==> src/common/curs_pkg.sv <==
// Shared constants and types of the clock unlock and reset sequencer.
package curs_pkg;

   ////////////////////////////////////////////////////////////////////////////
   // Register offsets on the plain register port.
   localparam logic [3:0] OSC_CTRL_OFFSET    = 4'h0;   // Oscillator control.
   localparam logic [3:0] RESET_CAUSE_OFFSET = 4'h1;   // Reset cause flags.

   ////////////////////////////////////////////////////////////////////////////
   // Field positions in the oscillator control register.
   localparam int OSC_SWITCH_ENABLE_BIT   = 0;    // Switch enable.
   localparam int CF_BIT      = 3;    // Clock fail flag.
   localparam int LOCK_BIT    = 5;    // PLL lock status.
   localparam int NEW_OSC_LSB = 8;    // New oscillator group, two bits.
   localparam int CUR_OSC_LSB = 12;   // Current oscillator group, two bits.

   // Field positions in the reset cause register.
   localparam int POR_FLAG_BIT = 0;   // Power-on reset seen.
   localparam int BOR_FLAG_BIT = 1;   // Brown-out reset seen.

   ////////////////////////////////////////////////////////////////////////////
   // Unlock keys for the two bytes of the oscillator control register.
   localparam logic [7:0] LO_KEY1 = 8'h46;
   localparam logic [7:0] LO_KEY2 = 8'h57;
   localparam logic [7:0] HI_KEY1 = 8'h78;
   localparam logic [7:0] HI_KEY2 = 8'h9a;

   ////////////////////////////////////////////////////////////////////////////
   // Oscillator group codes.
   localparam logic [1:0] GRP_LOW_POWER_INTERNAL_RC      = 2'h0;   // Low power internal RC.
   localparam logic [1:0] GRP_FRC       = 2'h1;   // Fast internal RC.
   localparam logic [1:0] GRP_SECONDARY = 2'h2;   // Secondary crystal.
   localparam logic [1:0] GRP_PRIMARY   = 2'h3;   // Primary oscillator.

   // Primary oscillator mode bits: crystal type and PLL use.
   localparam int PRI_CRYSTAL_BIT = 2;
   localparam int PRI_PLL_BIT     = 3;

   // Switch and monitor settings; any code with the top bit set disables both.
   localparam logic [1:0] SWM_BOTH_ON  = 2'h0;   // Switching and monitor on.
   localparam logic [1:0] SWM_SW_ONLY  = 2'h1;   // Switching on, monitor off.

   ////////////////////////////////////////////////////////////////////////////
   // Reset values.
   localparam logic [1:0] RESET_CAUSE_RESET = 2'h1;   // Power-on flag set.

   ////////////////////////////////////////////////////////////////////////////
   // Timing, clock 100 MHz.
   localparam int CLK_PERIOD_NS       = 10;
   localparam int POWER_ON_TIMEOUT_NS = 10000;
   localparam int POWER_UP_TIMEOUT_NS = 40000;
   localparam int FAIL_SAFE_DELAY_US  = 100;
   localparam int OST_CYCLES          = 1024;
   localparam int POWER_ON_CYCLES     = POWER_ON_TIMEOUT_NS / CLK_PERIOD_NS;
   localparam int POWER_UP_CYCLES     = POWER_UP_TIMEOUT_NS / CLK_PERIOD_NS;
   localparam int FAIL_SAFE_CYCLES    =
      (FAIL_SAFE_DELAY_US * 1000) / CLK_PERIOD_NS;
   localparam int CNT_W               = 24;       // Width of the counters.

   // Steps of the reset release sequence.
   typedef enum logic [2:0] {
      ST_POR,     // Power-on timeout running.
      ST_POWER_UP_TIMER,    // Power-up or fail-safe delay running.
      ST_OSC,     // Waiting for the oscillator holds.
      ST_RUN,     // Internal reset released.
      ST_BOR      // Brown-out in progress.
   } curs_seq_type;

endpackage : curs_pkg

==> src/design/curs_sync.sv <==
// Two flip-flop synchroniser for asynchronous level inputs.
`timescale 1ns/1ps

module curs_sync #(
   parameter int WIDTH = 1                  // Number of bits to carry.
) (
   input  wire logic             i_clk,     // System clock.
   input  wire logic             i_reset_n, // Asynchronous reset, low.
   input  wire logic [WIDTH-1:0] i_async,   // Levels from outside.
   output logic      [WIDTH-1:0] o_sync     // Levels in the clock domain.
);

   // Both stages kept in one state record.
   typedef struct packed {
      logic [WIDTH-1:0] s1;   // First stage, read only by the second.
      logic [WIDTH-1:0] s2;   // Second stage, safe to use.
   } curs_sync_state_type;

   curs_sync_state_type st;        // Current state.
   curs_sync_state_type next_st;   // Next state.

   ////////////////////////////////////////////////////////////////////////////
   // Shift the input through the two stages.
   always_comb begin
      next_st    = st;
      next_st.s1 = i_async;
      next_st.s2 = st.s1;
   end

   // Register the stages.
   always_ff @(posedge i_clk or negedge i_reset_n) begin
      if (!i_reset_n) begin
         st <= '0;
      end else begin
         st <= next_st;
      end
   end

   assign o_sync = st.s2;

endmodule // curs_sync

==> src/design/curs_top.sv <==
// Oscillator control unlock and reset release sequencer.
`timescale 1ns/1ps

module curs_top
   import curs_pkg::*;
#(
   parameter int unsigned P_POWER_ON_CYCLES  = curs_pkg::POWER_ON_CYCLES,
   parameter int unsigned P_POWER_UP_CYCLES  = curs_pkg::POWER_UP_CYCLES,
   parameter int unsigned P_FAIL_SAFE_CYCLES = curs_pkg::FAIL_SAFE_CYCLES,
   parameter int unsigned P_OST_CYCLES       = curs_pkg::OST_CYCLES
) (
   input  wire logic        i_clk,             // System clock, 100 MHz.
   input  wire logic        i_reset_n,         // Power-on reset, low.
   input  wire logic [3:0]  i_addr,            // Register address.
   input  wire logic [15:0] i_wr_data,         // Register write data.
   input  wire logic [1:0]  i_wr_be,           // Byte enables of a write.
   input  wire logic        i_wr,              // Write strobe.
   input  wire logic        i_rd,              // Read strobe.
   output logic      [15:0] o_rd_data,         // Read data, next cycle.
   input  wire logic [1:0]  i_osc_group_config,   // Start-up group.
   input  wire logic [3:0]  i_primary_osc_config, // Primary mode.
   input  wire logic [1:0]  i_switch_monitor_config, // Switch, monitor.
   input  wire logic        i_power_up_timer_en,  // Power-up timer on.
   input  wire logic        i_brownout_en,        // Brown-out detect on.
   input  wire logic [1:0]  i_brownout_trip_sel,  // Trip point select.
   input  wire logic [2:0]  i_supply_below,    // Comparators, one per trip.
   input  wire logic        i_osc_running,     // Oscillator is running.
   input  wire logic        i_pll_lock,        // PLL reports lock.
   output logic             o_internal_reset_n,   // Device reset, low.
   output logic             o_sys_clk_hold,    // System clock held.
   output logic [1:0]       o_cur_osc,         // Group in effect.
   output logic             o_clock_fail_trap, // Clock failure pulse.
   output logic             o_brownout_reset   // Brown-out reset pulse.
);

   ////////////////////////////////////////////////////////////////////////////
   // Refuse counts that the counters cannot hold.
   if (P_POWER_ON_CYCLES < 1 || P_POWER_ON_CYCLES >= (1 << CNT_W) ||
       P_POWER_UP_CYCLES < 1 || P_POWER_UP_CYCLES >= (1 << CNT_W) ||
       P_FAIL_SAFE_CYCLES < 1 || P_FAIL_SAFE_CYCLES >= (1 << CNT_W) ||
       P_OST_CYCLES < 1 || P_OST_CYCLES >= (1 << CNT_W)) begin : g_bad
      $error("curs_top: a timing count is out of range");
   end

   ////////////////////////////////////////////////////////////////////////////
   // All state of the block in one record.
   typedef struct packed {
      curs_seq_type     seq;        // Reset release step.
      logic [CNT_W-1:0] cnt;        // Step timer.
      logic [CNT_W-1:0] ost_cnt;    // Oscillator start-up timer.
      logic             lo_key;     // First low byte key just seen.
      logic             hi_key;     // First high byte key just seen.
      logic             lo_open;    // Low byte writable this cycle.
      logic             hi_open;    // High byte writable this cycle.
      logic [1:0]       cur_osc;    // Current oscillator group.
      logic [1:0]       new_osc;    // Requested oscillator group.
      logic             cf;         // Clock fail flag.
      logic             osc_switch_enable;      // Oscillator switch enable.
      logic             por_flag;   // Power-on reset cause.
      logic             bor_flag;   // Brown-out reset cause.
      logic             trap;       // Clock failure trap pulse.
      logic             bor_pulse;  // Brown-out reset pulse.
      logic             rst_n;      // Internal reset, low.
      logic             clk_hold;   // System clock held.
      logic [15:0]      rd_data;    // Registered read data.
   } curs_state_type;

   curs_state_type st;        // Current state.
   curs_state_type next_st;   // Next state.

   logic [2:0] below_s;       // Synchronised comparator outputs.
   logic       osc_run_s;     // Synchronised oscillator running.
   logic       pll_lock_s;    // Synchronised PLL lock.

   // Analog and oscillator levels come from outside the clock domain.
   curs_sync #(
      .WIDTH (5)
   ) u_sync (
      .i_clk     (i_clk),
      .i_reset_n (i_reset_n),
      .i_async   ({i_supply_below, i_osc_running, i_pll_lock}),
      .o_sync    ({below_s, osc_run_s, pll_lock_s})
   );

   ////////////////////////////////////////////////////////////////////////////
   // Decoded conditions used by the sequence and the registers.
   logic             monitor_en;  // Clock fail monitor active.
   logic             switch_en;   // Clock switching active.
   logic             crystal;     // Selected source needs start-up timer.
   logic             pll_used;    // Selected source goes through the PLL.
   logic             running_ok;  // Selected source is running.
   logic             holds_done;  // All oscillator holds met.
   logic             brownout;    // Supply under the selected trip.
   logic [CNT_W-1:0] pwr_delay;   // Length of the power-up step.
   logic             wr_osc;      // Write to oscillator control.
   logic [15:0]      osc_view;    // Read view of oscillator control.

   // Monitor and switching decode; the top bit set turns both off.
   always_comb begin
      monitor_en = (i_switch_monitor_config == SWM_BOTH_ON);
      switch_en  = monitor_en ||
                   (i_switch_monitor_config == SWM_SW_ONLY);
   end

   // Source type of the current group, taken from the configuration.
   always_comb begin
      crystal  = (st.cur_osc == GRP_SECONDARY) ||
                 ((st.cur_osc == GRP_PRIMARY) &&
                  i_primary_osc_config[PRI_CRYSTAL_BIT]);
      pll_used = (st.cur_osc == GRP_PRIMARY) &&
                 i_primary_osc_config[PRI_PLL_BIT];
      // RC and external clock sources run at once.
      running_ok = !crystal || osc_run_s;
      holds_done = running_ok &&
                   (!crystal ||
                    (st.ost_cnt >= CNT_W'(P_OST_CYCLES))) &&
                   (!pll_used || pll_lock_s);
   end

   // Trip point select; detection ignores sleep and idle entirely.
   always_comb begin
      case (i_brownout_trip_sel)
         2'h0:    brownout = below_s[0];
         2'h1:    brownout = below_s[1];
         default: brownout = below_s[2];
      endcase
      brownout = brownout && i_brownout_en;
   end

   // Power-up step length: timer, fail-safe delay or none.
   always_comb begin
      if (i_power_up_timer_en) begin
         pwr_delay = CNT_W'(P_POWER_UP_CYCLES);
      end else if (crystal && monitor_en) begin
         pwr_delay = CNT_W'(P_FAIL_SAFE_CYCLES);
      end else begin
         pwr_delay = '0;
      end
   end

   // Register view and write decode.
   always_comb begin
      wr_osc   = i_wr && (i_addr == OSC_CTRL_OFFSET);
      osc_view = '0;
      osc_view[CUR_OSC_LSB +: 2] = st.cur_osc;
      osc_view[NEW_OSC_LSB +: 2] = st.new_osc;
      osc_view[LOCK_BIT]         = pll_lock_s;
      osc_view[CF_BIT]           = st.cf;
      osc_view[OSC_SWITCH_ENABLE_BIT]        = st.osc_switch_enable;
   end

   ////////////////////////////////////////////////////////////////////////////
   // Next state: unlock keys, register writes and the reset sequence.
   always_comb begin
      next_st           = st;
      next_st.trap      = 1'b0;
      next_st.bor_pulse = 1'b0;
      next_st.rd_data   = '0;

      // Key detection; a key must follow its partner in the next cycle.
      next_st.lo_key  = wr_osc && i_wr_be[0] &&
                        (i_wr_data[7:0] == LO_KEY1);
      next_st.hi_key  = wr_osc && i_wr_be[1] &&
                        (i_wr_data[15:8] == HI_KEY1);
      next_st.lo_open = st.lo_key && wr_osc && i_wr_be[0] &&
                        (i_wr_data[7:0] == LO_KEY2);
      next_st.hi_open = st.hi_key && wr_osc && i_wr_be[1] &&
                        (i_wr_data[15:8] == HI_KEY2);

      // Low byte write taken only in its open cycle.
      if (wr_osc && i_wr_be[0] && st.lo_open) begin
         next_st.osc_switch_enable = i_wr_data[OSC_SWITCH_ENABLE_BIT];
         next_st.cf    = st.cf && i_wr_data[CF_BIT];
      end
      // High byte write taken only in its open cycle.
      if (wr_osc && i_wr_be[1] && st.hi_open) begin
         next_st.new_osc = i_wr_data[NEW_OSC_LSB +: 2];
      end

      // A requested switch completes in one cycle when allowed.
      if (st.osc_switch_enable && st.seq == ST_RUN) begin
         if (switch_en) begin
            next_st.cur_osc = st.new_osc;
         end
         next_st.osc_switch_enable = 1'b0;
      end

      // Reset cause flags are cleared by writing zero.
      if (i_wr && i_addr == RESET_CAUSE_OFFSET && i_wr_be[0]) begin
         next_st.por_flag = st.por_flag && i_wr_data[POR_FLAG_BIT];
         next_st.bor_flag = st.bor_flag && i_wr_data[BOR_FLAG_BIT];
      end

      // Registered read answer, zero for unmapped addresses.
      if (i_rd) begin
         case (i_addr)
            OSC_CTRL_OFFSET:    next_st.rd_data = osc_view;
            RESET_CAUSE_OFFSET: next_st.rd_data =
                                   {14'h0, st.bor_flag, st.por_flag};
            default:            next_st.rd_data = '0;
         endcase
      end

      // Start-up timer counts oscillator activity from reset on.
      if (osc_run_s && st.ost_cnt < CNT_W'(P_OST_CYCLES)) begin
         next_st.ost_cnt = st.ost_cnt + CNT_W'(1);
      end

      case (st.seq)
         ST_POR: begin
            // Groups follow the configuration while in reset.
            next_st.cur_osc = i_osc_group_config;
            next_st.new_osc = i_osc_group_config;
            next_st.cnt     = st.cnt + CNT_W'(1);
            if (st.cnt == CNT_W'(P_POWER_ON_CYCLES - 1)) begin
               next_st.cnt = '0;
               next_st.seq = (pwr_delay == '0) ? ST_OSC : ST_POWER_UP_TIMER;
            end
         end
         ST_POWER_UP_TIMER: begin
            next_st.cnt = st.cnt + CNT_W'(1);
            if (st.cnt == pwr_delay - CNT_W'(1)) begin
               next_st.cnt = '0;
               next_st.seq = ST_OSC;
            end
         end
         ST_OSC: begin
            if (holds_done) begin
               next_st.seq      = ST_RUN;
               next_st.rst_n    = 1'b1;
               next_st.clk_hold = 1'b0;
            end else if (monitor_en) begin
               // Give up on the slow source and run from fast RC.
               next_st.trap     = 1'b1;
               next_st.cur_osc  = GRP_FRC;
               next_st.cf       = 1'b1;
               next_st.osc_switch_enable    = 1'b0;
               next_st.seq      = ST_RUN;
               next_st.rst_n    = 1'b1;
               next_st.clk_hold = 1'b0;
            end
            // Without the monitor the device stays frozen here.
         end
         ST_RUN: begin
            next_st.rst_n = 1'b1;
         end
         ST_BOR: begin
            next_st.cur_osc = i_osc_group_config;
            next_st.new_osc = i_osc_group_config;
            if (!brownout) begin
               next_st.seq = ST_POR;
               next_st.cnt = '0;
            end
         end
         default: begin
            next_st.seq = ST_POR;
         end
      endcase

      // Brown-out overrides everything and restarts the sequence.
      if (brownout && st.seq != ST_BOR) begin
         next_st.seq       = ST_BOR;
         next_st.bor_pulse = 1'b1;
         next_st.bor_flag  = 1'b1;
         next_st.rst_n     = 1'b0;
         next_st.clk_hold  = 1'b1;
         next_st.ost_cnt   = '0;
         next_st.cnt       = '0;
         next_st.trap      = 1'b0;
      end
   end

   // Register the whole state.
   always_ff @(posedge i_clk or negedge i_reset_n) begin
      if (!i_reset_n) begin
         st          <= '0;
         st.seq      <= ST_POR;
         st.cur_osc  <= GRP_FRC;
         st.new_osc  <= GRP_FRC;
         st.por_flag <= RESET_CAUSE_RESET[POR_FLAG_BIT];
         st.bor_flag <= RESET_CAUSE_RESET[BOR_FLAG_BIT];
         st.clk_hold <= 1'b1;
      end else begin
         st <= next_st;
      end
   end

   ////////////////////////////////////////////////////////////////////////////
   // Outputs.
   assign o_rd_data          = st.rd_data;
   assign o_internal_reset_n = st.rst_n;
   assign o_sys_clk_hold     = st.clk_hold;
   assign o_cur_osc          = st.cur_osc;
   assign o_clock_fail_trap  = st.trap;
   assign o_brownout_reset   = st.bor_pulse;
endmodule // curs_top

==> config.mk <==
export PLATFORM = sky130hd
export DESIGN_NAME = curs_top
export DESIGN_NICKNAME = d
export VERILOG_FILES = /design/src/common/curs_pkg.sv /design/src/design/curs_sync.sv /design/src/design/curs_top.sv
export SDC_FILE = /design/constraint.sdc
export NUM_CORES = 1
export LEC_CHECK = 0
export ABC_AREA = 1
export BUFFER_PORTS_ARGS = -buffer_cell sky130_fd_sc_hd__clkbuf_2
export CAP_MARGIN = 40
export CORE_ASPECT_RATIO = 1.25
export CORE_MARGIN = 4
export CORE_UTILIZATION = 40
export DETAILED_ROUTE_END_ITERATION = 16
export MAX_ROUTING_LAYER = met4
export PLACE_DENSITY = 0.59
export SLEW_MARGIN = 0
export SYNTH_ARGS = -nofsm -noshare
export SYNTH_HDL_FRONTEND = slang
export SYNTH_SLANG_ARGS = --single-unit
==> constraint.sdc <==
create_clock -name i_clk -period 1.6 [get_ports i_clk]
set_input_delay 0.16 -clock i_clk [delete_from_list [all_inputs] [get_ports i_clk]]
set_output_delay 0.16 -clock i_clk [all_outputs]
set_load 0.005 [all_outputs]
==> flow_metrics.tcl <==
set metrics [dict create \
    end_kind "register" \
    coreArea_um2 11100 \
    hp-class "input pin to register" \
    fin_cells 804 \
    overflow 0 \
    finalSetupViolCount 30 \
    yosysTopAreaCell "dfrtp_1" \
    path_clk_slew_ns 0.06 \
    area_growth_pct 32.2 \
    dieHeight_um 127 \
    cts_tree "built" \
    setup_ws_ns -0.182 \
    rsz0062_at_grt "yes" \
    ant_nets 0 \
    power_frac_clock 0.417 \
    first_pass_iters 7 \
    antenna_found_initial 0 \
    skew_ns 0.00575 \
    drc 0 \
    synth_edf_count 0 \
    switching_power_w 0.00126 \
    violations "setup timing" \
    leakage_nw 3.00 \
    ys_seq_elements 85 \
    grt_max_degree 32 \
    layout-drive-gt1-share 0.347 \
    diodes 0 \
    maxCapViolCount 0 \
    swShare 0.251 \
    fmax_mhz 561 \
    post-route-min-period_ns 1.78 \
    status "finished, violations left" \
    drt-initial-drc-count 114 \
    synth_flop_cell "dfrtp_1" \
    die_area_um2 13000 \
    clkSinkCount 85 \
    track_usage 0.178 \
    yosysSeqAreaShare 0.473 \
    synth_cell_types 38 \
    power_frac_seq 0.454 \
    cts_buffers 9 \
    ios 65 \
    cellPowerDensity_nw_per_um2 845 \
    drt-total-wl_mm 10.6 \
    internal_power_w 0.00377 \
    wl_per_cell_um 13.1 \
    vias_per_cell 4.75 \
    cp_data_required_time_ns 1.82 \
    criticalPathCategory "register to register" \
    postSynth.asyncResetShare 1.00 \
    hpwl_mm 7.80 \
    start_kind "register" \
    ys_top_cells_by_area "dfrtp_1 45%, nand2_1 9.8%, inv_1 6.5%" \
    yosysTopAreaCellShare 0.450 \
    htree_num_levels 3 \
    numPortBuffers 54 \
    initial_core_util 0.406 \
    detailroute.via_count 3817 \
    grt_pass1_vias 3983 \
    final_core_util 0.537 \
    synth_cells 537 \
    rows 43 \
    post-route-period-util 1.11 \
    clockBufferDepth 2 \
    die_x_um 103 \
    arrival_ns 2.00 \
    grt_pass1_wl_mm 18.1 \
    cts_root_buf "clkbuf_16" \
    hold_viol 0 \
    routabilityCongestion 0.870 \
    p_comb_frac 0.129 \
    crit_fanout 3 \
    synthesis.area_um2 4500 \
    post-place-cells 776 \
    final_max_slew_viol_count 0 \
    vdd_drop_max_v 0.000471 \
    worstSkewPairLatency_ns 0.34 \
    nets 710 \
    syn_area_per_cell_um2 8.39 \
    yosys_warnings 0 \
]
==> power by group through the flow <==
stage,Sequential (W),Combinational [W],Clock [W]
2_1_floorplan,0.00231,0.000316,0
3_3_place_gp,0.00232,0.000545,0
3_5_place_dp,0.00232,0.000562,0
4_1_cts,0.00228,0.000590,0.00214
5_1_grt,0.00229,0.000728,0.00224
6_report,0.00229,0.000647,0.00210
==> synth_stat cells, types with 6 or more instances <==
| cell type | n |
|---|---|
| nand2_1 | 118 |
| o22ai_2 | 14 |
| nand2_2 | 6 |
| xor2_1 | 18 |
| dfrtp_1 | 81 |
| nand3_1 | 32 |
| buf_4 | 18 |
| nand4_1 | 10 |
| nor3_1 | 13 |
| inv_1 | 78 |
| o21ai_0 | 21 |
| nor2_2 | 7 |
| nor2_1 | 57 |
| a21oi_1 | 11 |
| o21ai_2 | 8 |
==> registers in the layout, summed over array words and instances, names as in the netlist <==
signal and count:
st 57, o_rd_data 8, u_sync.next_st 5, u_sync.o_sync 5
osc_view 4, o_cur_osc 2, o_brownout_reset 1, o_clock_fail_trap 1
o_internal_reset_n 1, o_sys_clk_hold 1
==> per-layer routing <==
metal | part of all wire | GRT usage | up-vias
met3 | 0.028 | 0.0215 | 20
met2 | 0.53 | 0.301 | 64
met1 | 0.41 | 0.212 | 1798
met5 | 0 | - | -
li1 | - | - | 1935
met4 | 0.025 | 0.0747 | 0
==> repair_timing <==
| action | CTS | global route |
|---|---|---|
| gates resized for setup | 23 | 32 |
| hold endpoints to repair | 30 | 0 |
| setup endpoints to repair | 33 | 44 |
| pin swaps | 7 | 15 |
| hold buffers | 6 | 0 |
| setup buffers | 3 | 3 |
| gates cloned | 0 | 1 |
==> cells by family (layout without fill, tap and decap cells) <==
logic type	Yosys count	after routing	synth area share
other cells	1	8	0.000833
flops	85	85	0.473
simple gates	260	260	0.264
fa+ha+maj	3	3	0.00834
compound gates	62	62	0.103
xor+xnor	20	20	0.0389
buf+inv	106	231	0.112
==> worst paths after layout <==
path | slack [ns] | cells after the start | startpoint | end
max | -0.18 | 10 | st[57]$_DFFE_PN0P_ | st[76]$_DFFE_PN0P_
min | 0.004 | 2 | i_wr_data[4] | st[31]$_DFF_PN0_
max reg2reg | -0.18 | 10 | st[57]$_DFFE_PN0P_ | st[76]$_DFFE_PN0P_
min reg2reg | 0.35 | 0 | u_sync.next_st[3]$_DFF_PN0_ | u_sync.o_sync[3]$_DFF_PN0_
max in group asynchronous | 0.73 | 3 | i_reset_n | st[47]$_DFFE_PN0P_
min in group asynchronous | 0.29 | 2 | i_reset_n | st[31]$_DFF_PN0_
==> area by class of cell <==
type	count	area (um^2)
Fill cell	1016	5130
Clock buffer	10	239
Sequential cell	85	2130
Multi-Input combinational cell	353	2080
Timing Repair Buffer	134	971
Clock inverter	6	62.6
Inverter	81	304
Tap cell	135	169
==> cells in the final DEF (no fill, tap or decap), types with 3 or more instances in the layout <==
cell	count
nand2_1	113
dfrtp_1	81
inv_1	74
buf_4	66
clkbuf_2	53
nor2_1	46
nand3_1	25
o21ai_0	16
xor2_1	16
o22ai_2	14
nor2_2	12
nor3_1	11
o21ai_2	11
nand4_1	10
nor2_4	10
a21oi_1	10
nand2_2	10
clkbuf_16	10
conb_1	8
nand3_2	6
inv_2	6
dlygate4sd3_1	6
dfstp_2	4
buf_12	4
buf_6	4
nand2_4	3
o21a_1	3
nor4_1	3
clkinv_2	3
==> stage by stage <==
stage          setup TNS (ns)  worst slack (ns)  total power, W  cell area (um^2)  hold slack, ns
6_report                -3.20            -0.182         0.00503              5950         0.00449
5_1_grt                 -7.39            -0.292         0.00526              5950          0.0286
4_1_cts                 -3.67            -0.172         0.00502              5790        0.000764
3_5_place_dp            -3.18            -0.173         0.00288              5330           0.115
3_3_place_gp            -1.92            -0.159         0.00286              5330           0.111
2_1_floorplan          -0.436           -0.0277         0.00263              4540          -0.136
==> worst max-delay path, cell delays in order (launching register included) <==
cell	delay, ns
dfrtp_1	0.38
ha_2	0.20
nand2_2	0.08
nor2_4	0.15
nand3_1	0.12
nor2_2	0.13
nand2_1	0.10
nor2_2	0.16
nand2_1	0.09
xor2_1	0.15
o22ai_2	0.10
(Power assumes the default switching activity.)
